[src/cme_regs.svh]
// register addresses, field positions and reset values of the count control
`ifndef CME_REGS_SVH
`define CME_REGS_SVH

// ----------------------------------------------------------------------------
// byte addresses on the register bus
// ----------------------------------------------------------------------------
`define CME_ADDR_CTRL_T0   32'h4000_c070
`define CME_ADDR_CTRL_T1   32'h4001_0070
`define CME_ADDR_STATUS    32'h4000_c0fc

// ----------------------------------------------------------------------------
// count control register fields
// ----------------------------------------------------------------------------
`define CME_CTRL_W         8
`define CME_MODE_F         1:0
`define CME_CIS_F          3:2
`define CME_EDGE_CLEAR_ENABLE_BIT       4
`define CME_CLEAR_EDGE_SELECT_F        7:5
`define CME_CTRL_RST       8'h00
`define CME_MODE_TIMER     2'h0
`define CME_MODE_RISE      2'h1
`define CME_MODE_FALL      2'h2
`define CME_MODE_BOTH      2'h3

// ----------------------------------------------------------------------------
// bus answers
// ----------------------------------------------------------------------------
`define CME_RESP_OKAY      2'h0
`define CME_RESP_SLVERR    2'h2

`endif

[src/cme_pkg.sv]
// types shared by the count control block
`default_nettype none
package cme_pkg;
  typedef logic [7:0] cme_ctrl_t;
  typedef logic [1:0] cme_pair_t;
endpackage
`default_nettype wire

[src/cme_edge_if.sv]
// filtered levels and edge strobes of one timer's two sense inputs
`timescale 1ns/1ps
`default_nettype none
interface cme_edge_if;
  logic [1:0] level;
  logic [1:0] rise;
  logic [1:0] fall;
  modport src (output level, output rise, output fall);
  modport dst (input level, input rise, input fall);
endinterface
`default_nettype wire

[src/cme_sense_sync.sv]
// three-stage sampler and edge classifier for two sense pins
`timescale 1ns/1ps
`default_nettype none
module cme_sense_sync
  import cme_pkg::*;
(
  input  wire logic      i_clock,
  input  wire logic      i_reset,
  input  wire cme_pair_t i_sense,
  cme_edge_if.src        edges
);

  cme_pair_t s1_r;
  cme_pair_t s2_r;
  cme_pair_t s3_r;
  cme_pair_t lvl_r;

  // ------------------------------------------------------------------------
  // sampling chain, the first stage feeds only the second
  // ------------------------------------------------------------------------
  always_ff @(posedge i_clock) begin
    if (i_reset) begin
      s1_r <= 2'h0;
      s2_r <= 2'h0;
      s3_r <= 2'h0;
    end else begin
      s1_r <= i_sense;
      s2_r <= s1_r;
      s3_r <= s2_r;
    end
  end

  // ------------------------------------------------------------------------
  // accepted level moves only when stages two and three agree
  // ------------------------------------------------------------------------
  always_ff @(posedge i_clock) begin
    if (i_reset) begin
      lvl_r <= 2'h0;
    end else begin
      for (int k = 0; k < 2; k++) begin
        if (s2_r[k] == s3_r[k]) begin
          lvl_r[k] <= s3_r[k]; // RULE_17
        end
      end
    end
  end

  // compare accepted level with the agreed new sample
  always_comb begin
    for (int k = 0; k < 2; k++) begin
      edges.rise[k] = (s2_r[k] & s3_r[k]) & ~lvl_r[k]; // RULE_18
      edges.fall[k] = ~(s2_r[k] | s3_r[k]) & lvl_r[k]; // RULE_18
    end
    edges.level = lvl_r;
  end

endmodule
`default_nettype wire

[src/cme_top.sv]
// count mode and edge clear control for two 16-bit timers, AXI4-Lite slave
`timescale 1ns/1ps
`default_nettype none
`include "cme_regs.svh"

// Function
// RULE_01: enabled edge clear uses select field code
// RULE_02: select field ignored while clear disabled
// RULE_03: timer0 codes 0/1 clear on input0 edges
// RULE_04: timer0 codes 4/5 clear on input1 edges
// RULE_05: software avoids timer0 reserved clear codes
// RULE_06: software writes zeros to upper bits
// RULE_07: upper bits read value is undefined
// RULE_08: mode field picks advance or clear edges
// RULE_09: mode 0 advances prescaler every clock
// RULE_10: mode 1 counts selected input rising edges
// RULE_11: mode 2 counts selected input falling edges
// RULE_12: mode 3 counts both input edges
// RULE_13: counter mode needs capture control low zero
// RULE_14: timer1 input select 0/1 picks input
// RULE_15: software avoids timer1 reserved input codes
// RULE_16: edge clear resets count and prescaler
// RULE_17: selected input sampled every clock edge
// RULE_18: two samples classify edge, matching mode counts
// RULE_19: timer0 input select 0/2, others reserved
// RULE_20: timer1 clear codes 0-3 pick input edges
// RULE_21: reserved clear code never clears
// RULE_22: fields reset to zero, timer mode
module cme_top
  import cme_pkg::*;
(
  input  wire logic        i_clock,
  input  wire logic        i_reset,
  input  wire logic [31:0] i_s_axi_awaddr,
  input  wire logic        i_s_axi_awvalid,
  output var  logic        o_s_axi_awready,
  input  wire logic [31:0] i_s_axi_wdata,
  input  wire logic [3:0]  i_s_axi_wstrb,
  input  wire logic        i_s_axi_wvalid,
  output var  logic        o_s_axi_wready,
  output var  logic [1:0]  o_s_axi_bresp,
  output var  logic        o_s_axi_bvalid,
  input  wire logic        i_s_axi_bready,
  input  wire logic [31:0] i_s_axi_araddr,
  input  wire logic        i_s_axi_arvalid,
  output var  logic        o_s_axi_arready,
  output var  logic [31:0] o_s_axi_rdata,
  output var  logic [1:0]  o_s_axi_rresp,
  output var  logic        o_s_axi_rvalid,
  input  wire logic        i_s_axi_rready,
  input  wire logic        i_timer0_sense0,
  input  wire logic        i_timer0_sense1,
  input  wire logic        i_timer1_sense0,
  input  wire logic        i_timer1_sense1,
  output var  logic [1:0]  o_prescale_adv,
  output var  logic [1:0]  o_count_adv,
  output var  logic [1:0]  o_edge_clear
);

  // ------------------------------------------------------------------------
  // decode helpers, each used for both timers
  // ------------------------------------------------------------------------

  // counter mode event on the selected input; reserved selects never count
  function automatic logic count_hit(input logic      inst,
                                     input cme_ctrl_t c,
                                     input cme_pair_t r,
                                     input cme_pair_t f);
    logic [1:0] count_input_select;
    logic       ok;
    logic       pin;
    logic       hit;
    count_input_select = c[`CME_CIS_F];
    if (!inst) begin
      ok  = ~count_input_select[0];    // codes 0 and 2
      pin = count_input_select[1];
    end else begin
      ok  = ~count_input_select[1];    // codes 0 and 1
      pin = count_input_select[0];
    end
    case (c[`CME_MODE_F])
      `CME_MODE_RISE: hit = r[pin];
      `CME_MODE_FALL: hit = f[pin];
      `CME_MODE_BOTH: hit = r[pin] | f[pin];
      default:        hit = 1'b0;
    endcase
    return ok & hit;
  endfunction

  // clearing edge per select code; bit 0 of the code picks the falling edge
  function automatic logic clear_hit(input logic      inst,
                                     input cme_ctrl_t c,
                                     input cme_pair_t r,
                                     input cme_pair_t f);
    logic [2:0] sel;
    logic       ok;
    logic       pin;
    sel = c[`CME_CLEAR_EDGE_SELECT_F];
    if (!inst) begin
      ok  = ~sel[1];    // codes 0,1,4,5
      pin = sel[2];
    end else begin
      ok  = ~sel[2];    // codes 0..3
      pin = sel[1];
    end
    return ok & (sel[0] ? f[pin] : r[pin]);
  endfunction

  // ------------------------------------------------------------------------
  // sense input conditioning
  // ------------------------------------------------------------------------
  cme_edge_if ed0 ();
  cme_edge_if ed1 ();

  cme_sense_sync u_sync0 (
    .i_clock (i_clock),
    .i_reset (i_reset),
    .i_sense ({i_timer0_sense1, i_timer0_sense0}),
    .edges   (ed0)
  );

  cme_sense_sync u_sync1 (
    .i_clock (i_clock),
    .i_reset (i_reset),
    .i_sense ({i_timer1_sense1, i_timer1_sense0}),
    .edges   (ed1)
  );

  cme_pair_t rise_a [2];
  cme_pair_t fall_a [2];
  assign rise_a[0] = ed0.rise;
  assign rise_a[1] = ed1.rise;
  assign fall_a[0] = ed0.fall;
  assign fall_a[1] = ed1.fall;

  // ------------------------------------------------------------------------
  // register file and bus slave state
  // ------------------------------------------------------------------------
  cme_ctrl_t   ctrl_r [2];
  logic [31:0] waddr_r;
  logic [7:0]  wbyte_r;
  logic        wlane_r;
  logic        do_write;
  logic        aw_hit;

  // both halves of a write are held once each ready has dropped
  assign do_write = ~o_s_axi_awready & ~o_s_axi_wready & ~o_s_axi_bvalid;
  assign aw_hit   = (waddr_r == `CME_ADDR_CTRL_T0) ||
                    (waddr_r == `CME_ADDR_CTRL_T1);

  // address and data channels are taken independently, in either order
  always_ff @(posedge i_clock) begin
    if (i_reset) begin
      o_s_axi_awready <= 1'b1;
      o_s_axi_wready  <= 1'b1;
      waddr_r         <= 32'h0000_0000;
      wbyte_r         <= 8'h00;
      wlane_r         <= 1'b0;
    end else begin
      if (i_s_axi_awvalid && o_s_axi_awready) begin
        o_s_axi_awready <= 1'b0;
        waddr_r         <= i_s_axi_awaddr;
      end
      if (i_s_axi_wvalid && o_s_axi_wready) begin
        o_s_axi_wready <= 1'b0;
        wbyte_r        <= i_s_axi_wdata[7:0]; // upper bits are not stored
        wlane_r        <= i_s_axi_wstrb[0];
      end
      if (o_s_axi_bvalid && i_s_axi_bready) begin
        o_s_axi_awready <= 1'b1;
        o_s_axi_wready  <= 1'b1;
      end
    end
  end

  // write response, unmapped addresses answer with a slave error
  always_ff @(posedge i_clock) begin
    if (i_reset) begin
      o_s_axi_bvalid <= 1'b0;
      o_s_axi_bresp  <= `CME_RESP_OKAY;
    end else if (do_write) begin
      o_s_axi_bvalid <= 1'b1;
      o_s_axi_bresp  <= aw_hit ? `CME_RESP_OKAY : `CME_RESP_SLVERR;
    end else if (o_s_axi_bvalid && i_s_axi_bready) begin
      o_s_axi_bvalid <= 1'b0;
    end
  end

  // control registers; only the low byte lane carries implemented bits
  always_ff @(posedge i_clock) begin
    if (i_reset) begin
      ctrl_r[0] <= `CME_CTRL_RST; // RULE_22
      ctrl_r[1] <= `CME_CTRL_RST; // RULE_22
    end else if (do_write && wlane_r) begin
      if (waddr_r == `CME_ADDR_CTRL_T0) begin
        ctrl_r[0] <= wbyte_r;
      end
      if (waddr_r == `CME_ADDR_CTRL_T1) begin
        ctrl_r[1] <= wbyte_r;
      end
    end
  end

  // read channel, one outstanding read; upper bits read as zero
  always_ff @(posedge i_clock) begin
    if (i_reset) begin
      o_s_axi_arready <= 1'b1;
      o_s_axi_rvalid  <= 1'b0;
      o_s_axi_rdata   <= 32'h0000_0000;
      o_s_axi_rresp   <= `CME_RESP_OKAY;
    end else if (i_s_axi_arvalid && o_s_axi_arready) begin
      o_s_axi_arready <= 1'b0;
      o_s_axi_rvalid  <= 1'b1;
      o_s_axi_rresp   <= `CME_RESP_OKAY;
      case (i_s_axi_araddr)
        `CME_ADDR_CTRL_T0: o_s_axi_rdata <= {24'h00_0000, ctrl_r[0]};
        `CME_ADDR_CTRL_T1: o_s_axi_rdata <= {24'h00_0000, ctrl_r[1]};
        `CME_ADDR_STATUS:  o_s_axi_rdata <= {28'h000_0000, ed1.level,
                                             ed0.level};
        default: begin
          o_s_axi_rdata <= 32'h0000_0000;
          o_s_axi_rresp <= `CME_RESP_SLVERR;
        end
      endcase
    end else if (o_s_axi_rvalid && i_s_axi_rready) begin
      o_s_axi_rvalid  <= 1'b0;
      o_s_axi_arready <= 1'b1;
    end
  end

  // ------------------------------------------------------------------------
  // count steering toward the prescaler and timer count
  // ------------------------------------------------------------------------

  // registered so the downstream counters see glitch-free strobes
  always_ff @(posedge i_clock) begin
    if (i_reset) begin
      o_prescale_adv <= 2'h0;
      o_count_adv    <= 2'h0;
    end else begin
      for (int i = 0; i < 2; i++) begin
        // timer mode: each clock edge may advance the prescaler
        o_prescale_adv[i] <= (ctrl_r[i][`CME_MODE_F] ==
                              `CME_MODE_TIMER); // RULE_08 RULE_09
        // counter mode: prescaler does not advance, matching edge advances count
        o_count_adv[i] <= count_hit(1'(i), ctrl_r[i], rise_a[i],
                                    fall_a[i]); // RULE_10 RULE_11 RULE_12 RULE_14 RULE_19
      end
    end
  end

  // edge clear; reserved codes and a low enable never fire
  always_ff @(posedge i_clock) begin
    if (i_reset) begin
      o_edge_clear <= 2'h0;
    end else begin
      for (int i = 0; i < 2; i++) begin
        o_edge_clear[i] <= ctrl_r[i][`CME_EDGE_CLEAR_ENABLE_BIT] &&
                           clear_hit(1'(i), ctrl_r[i], rise_a[i],
                                     fall_a[i]); // RULE_01 RULE_02 RULE_03 RULE_04 RULE_16 RULE_20 RULE_21
      end
    end
  end
endmodule
`default_nettype wire

[config.mk]
export PLATFORM = sky130hd
export DESIGN_NAME = cme_top
export DESIGN_NICKNAME = d
export VERILOG_FILES = /design/src/cme_pkg.sv /design/src/cme_edge_if.sv /design/src/cme_sense_sync.sv /design/src/cme_top.sv
export VERILOG_INCLUDE_DIRS = /design/src
export SDC_FILE = /design/constraint.sdc
export NUM_CORES = 1
export LEC_CHECK = 0
export ABC_AREA = 0
export BUFFER_PORTS_ARGS = -buffer_cell sky130_fd_sc_hd__buf_4
export CAP_MARGIN = 20
export CELL_PAD_IN_SITES_DETAIL_PLACEMENT = 0
export CELL_PAD_IN_SITES_GLOBAL_PLACEMENT = 2
export CORE_MARGIN = 2
export CORE_UTILIZATION = 28
export DETAILED_ROUTE_END_ITERATION = 8
export PLACE_DENSITY = 0.77
export SLEW_MARGIN = 10
export SYNTH_ARGS = -nofsm -noshare
export SYNTH_HDL_FRONTEND = slang
export SYNTH_SLANG_ARGS = --single-unit
[constraint.sdc]
create_clock -name i_clock -period 2.5 [get_ports i_clock]
set_input_delay 0.5 -clock i_clock [delete_from_list [all_inputs] [get_ports i_clock]]
set_output_delay 0.5 -clock i_clock [all_outputs]
set_load 0.01 [all_outputs]
== After elaboration in Yosys (flattened, before gate mapping) ==
Memories as Yosys holds them, arrays and structs flattened.
Index checks and enable logic that the tools add are counted.

* Latch bits: 0
* Register bits: 104
* Bits in read-only memories: 0
* Memories: 1
* Bits in writable memories: 16
* Input bits: 111
* Logic and storage cells: 151
* Output and inout bits: 47

{| class="wikitable"
|+ Memory list
! name !! depth !! width !! read ports !! clocked after memory_dff !! wr ports !! line !! text
|-
| ctrl_r || 2 || 8 || 2 || 0 || 2 || cme_top.sv:139 || <nowiki>cme_ctrl_t ctrl_r [2];</nowiki>
|}

* $lt $le $gt $ge: 4
* Reduce and logical (&&, ||, !) cells: 15
* Multiply operators: 0
* Shift operators: 0
* Add/sub/neg operators: 0
* Bitwise gates (word level): 41
* Equal/unequal tests: 15
* Divide/modulo/power cells: 0
* Multiplexer cells: 51

{| class="wikitable"
|+ Operator list
! operator !! count
|-
| $eq A32 B31 Y1 const B || 5
|-
| $mux W1 || 44
|-
| $pmux W8 S3 || 1
|-
| $and A1 B1 Y1 || 18
|-
| $mux W8 || 2
|-
| $not A1 Y1 || 15
|-
| $eq A2 B2 Y1 const B || 4
|-
| $logic_and A1 B1 Y1 || 8
|-
| $lt A1 B2 Y1 const B || 4
|-
| $or A1 B1 Y1 || 8
|-
| $pmux W1 S3 || 2
|-
| $eq A1 B1 Y1 || 4
|-
| $eq A2 B1 Y1 const B || 2
|-
| $logic_not A2 Y1 || 2
|-
| $mux W2 || 2
|-
| $reduce_bool A2 Y1 || 2
|-
| $reduce_or A3 Y1 || 1
|-
| $reduce_or A2 Y1 || 1
|-
| $logic_or A1 B1 Y1 || 1
|}

== Depth between registers and ports, before layout ==
* Depth after elaboration: 9
* Mapped depth: 6
* Depth with buffers taken out: 6

== Modules after synthesis ==
From an unflattened synthesis, not the netlist that was laid out.

* Cells, all modules: 439
* Area, all modules: 4091.4 sq um

{| class="wikitable"
|+ Modules (own cells, without submodules)
! module !! times used !! area an instance (sq um) !! seq. area each (sq um) !! cells an instance
|-
| cme_top || 1 || 3470.8 || 1721.7 || 379
|-
| cme_sense_sync || 2 || 310.3 || 160.2 || 30
|}

== Least setup slack after synthesis ==
No wires, ideal clock.

* Path kind: register to register
* Start: register waddr_r[28]
* End: memory ctrl_r[0][0] (netlist name), enable pin
* Clock period less this slack: 2183 ps
* Setup time: 398 ps
* Slack: 317 ps
* Cell stages (with the launch flop): 4
* Buffers on the path: 0
* Arrival: 1785 ps
* Data required time: 2102 ps
* Path through: dfxtp_1 > nor4b_2 > nand4_1 > o41ai_1

{| class="wikitable"
|+ RTL lines
! what !! line !! text
|-
| start: declaration || cme_top.sv:140 || <nowiki>logic [31:0] waddr_r;</nowiki>
|-
| start signal: assignment || cme_top.sv:162 || <nowiki>waddr_r <= i_s_axi_awaddr;</nowiki>
|-
| end: declaration || cme_top.sv:139 ||
|}

==> flow_metrics.env <==
export IMPL_fmax_ghz=0.469
export IMPL_gp_congestion=0.756
export IMPL_die_x_um=123
export IMPL_grt_pass1_vias=3049
export IMPL_worstPathRequired_ns=2.68
export IMPL_cts_made_buffers=9
export IMPL_drt_iter0_markers=162
export IMPL_synth_seq_cells=94
export IMPL_clock_path_buffers=2
export IMPL_mostFrequentLayoutCells="112 x buf_4, 91 x nand2_1, 78 x dfxtp_1"
export IMPL_p_leak_nw=2.08
export IMPL_yosysWarnings=0
export IMPL_ir_worst_vdd_mv=0.275
export IMPL_synthFlopType="dfxtp_1"
export IMPL_antenna_cells=0
export IMPL_synth_mux_area_frac=0.0101
export IMPL_wl_met1_um=4010
export IMPL_port_buffers=104
export IMPL_status="complete, no violations"
export IMPL_slew_headroom=0.429
export IMPL_netlist_area_um2=3980
export IMPL_synth_top_family_by_area="simple AND/OR/NAND/NOR gates"
export IMPL_ys_seq_area_frac=0.513
export IMPL_critPathArrivalTime_ns=2.31
export IMPL_tightestPinTransition_ns=0.857
export IMPL_finalCriticalPeriod_ns=2.13
export IMPL_setup_viol=0
export IMPL_clkTransAtPathRegs_ns=0.07
export IMPL_vias_per_cell=4.48
export IMPL_mostFrequentLayoutCell="buf_4"
export IMPL_die_y_um=123
export IMPL_wl_met2_um=4230
export IMPL_cp_startpoint="waddr_r[9]$_SDFFE_PP0P_"
export IMPL_path_class="flop to flop"
export IMPL_dp_hpwl_um=6660
export IMPL_cts_setup_buffers=0
export IMPL_endpoint_kind="flop"
export IMPL_drt_wl_total_um=9060
export IMPL_grtUsageTotal=0.120
export IMPL_cts_tree="done"
export IMPL_synth_cells=436
export IMPL_final_cells=722
export IMPL_synthArstFlopShare=0
export IMPL_grt_max_degree=78
export IMPL_start_kind="flop"
export IMPL_cts_resized=0
export IMPL_power_density_nw_per_um2=657
export IMPL_yosys_area_share_xor_xnor=0
export IMPL_drc=0
export IMPL_areaGrowthSynthToFinish_pct=30.4
export IMPL_cts_num_sinks=94
export IMPL_initial_core_util=0.287
export IMPL_synth_compound_area_frac=0.133
export IMPL_crit_fanout=8
export IMPL_ys_types=48
export IMPL_cts_root_buf="clkbuf_16"
export IMPL_rows=43
export IMPL_wl_met3_um=642
export IMPL_clock_skew_ns=0.00850
export IMPL_synth_simple_area_share=0.235
export IMPL_cap_viol_max_count=0
export IMPL_cts_hold_buf=0
export IMPL_clk_latency_ns=0.35
export IMPL_yosys_area_share_adder=0.0251
export IMPL_hp_start="i_reset"
export IMPL_die_area_um2=15200
export IMPL_h_tree_depth=3
export IMPL_synth_edff_count=16
export IMPL_hold_class="primary input to flop"
export IMPL_syn_area_per_cell_um2=9.13
export IMPL_drtPass1Iterations=4
export IMPL_maxSlewViolCount=0
export IMPL_grt_ovfl_total=0
export IMPL_drive_gt1_frac=0.264
export IMPL_core_um2=13900
export IMPL_rrSetupSlack_ns=0.37
export IMPL_antenna_left=0
export IMPL_top_layer_used="met4"
export IMPL_rsz0062_at_grt="no"
export IMPL_tns_ns=0
export IMPL_finalCritPeriodShare=0.854
export IMPL_io_pins=158
export IMPL_rr_startpoint="waddr_r[9]$_SDFFE_PP0P_"
export IMPL_hold_viol_final=0
export IMPL_dr_total_vias=3233
export IMPL_dp_cells=705
export IMPL_routedWlPerCell_um=12.6
export IMPL_num_nets_final=656
export IMPL_grt_antenna_before_repair=0
export IMPL_grt_pass1_wl_um=14200
-- Yosys cell counts, drive strengths merged, types with 3 or more instances --
master / count / area (um^2)
nor3: 9 / 50.1
nand2: 91 / 342
a32o: 4 / 40.0
nor2: 15 / 56.3
nor4: 8 / 62.6
o21ai: 14 / 70.1
a22oi: 6 / 45.0
nor2b: 8 / 50.1
edfxtp: 16 / 480
dfxtp: 78 / 1560
nand3: 12 / 60.1
nor3b: 9 / 108
a22o: 4 / 35.0
ha: 8 / 100
a21oi: 54 / 270
nand4: 3 / 18.8
nand2b: 3 / 18.8
inv: 12 / 45.0
mux2i: 4 / 40.0
clkbuf: 18 / 67.6
nand3b: 5 / 37.5
buf: 30 / 218
-- final timing paths --
| path | cells past startpoint | to |
|---|---|---|
| setup reg to reg | 4 | ctrl_r[0][3]$_DFFE_PP_ |
| hold / removal | 2 | o_s_axi_rresp[1]$_SDFFE_PP0P_ |
| hold reg to reg | 1 | u_sync0.s2_r[0]$_SDFF_PP0_ |
| setup / recovery | 4 | ctrl_r[0][3]$_DFFE_PP_ |
-- state kept, by name, indices dropped and copies added (netlist names), 2 cells and up --
register and flops:
u_sync0.s3_r 2, o_prescale_adv 2, u_sync0.edges.level 2, o_edge_clear 2
u_sync1.edges.level 2, ctrl_r 16, waddr_r 32, u_sync1.s2_r 2
u_sync1.s3_r 2, o_count_adv 2, wbyte_r 8, u_sync1.s1_r 2
u_sync0.s2_r 2, u_sync0.s1_r 2, o_s_axi_rdata 8
-- layout make-up --
class / instances / area [um^2]
fillers: 1478 / 8690
flip-flops and latches: 94 / 2040
multi-input cells: 307 / 1700
repair buffers: 113 / 868
clock buffers: 9 / 225
well taps: 180 / 225
clock inverters: 7 / 85.1
inverters: 12 / 45.0
-- metrics by stage --
step	power [mW]	worst slack (ns)	hold slack [ns]	area, um^2	utilization
CTS	3.45	0.296	0.329	5170	0.372
floorplan	1.87	0.317	0.414	4080	-
global route	3.55	0.168	0.331	5190	0.374
detailed placement	2.02	0.296	0.422	4860	0.350
global placement	2.01	0.314	0.421	4860	0.350
finish	3.41	0.366	0.345	5190	0.374
-- critical path, stage by stage, from the launching register on --
cell and delay, ns:
dfxtp_1 0.31, nor4_1 0.35, nand4_1 0.27, or4_1 0.77
nor3b_2 0.26
-- power by group --
part | switching, mW | internal (mW)
Clock | 0.628 | 0.799
Combinational | 0.167 | 0.173
Sequential | 0.0432 | 1.60
-- kinds of logic (layout without fill, tap and decap cells) --
| family | after synthesis | count (layout) |
|---|---|---|
| AO/OA/AOI/OAI | 91 | 91 |
| buffers and inverters | 60 | 141 |
| AND/OR/NAND/NOR | 178 | 178 |
| other | 1 | 26 |
| multiplexers | 4 | 4 |
| adder cells (fa/ha/maj) | 8 | 8 |
| flip-flops | 94 | 94 |
-- routing by layer --
metal | up-vias | track usage
met3 | 15 | 0.0341
met4 | 0 | 0.0483
met2 | 98 | 0.198
met5 | - | 0
met1 | 1463 | 0.146
li1 | 1657 | -
Power figures use the tool's default switching activity.
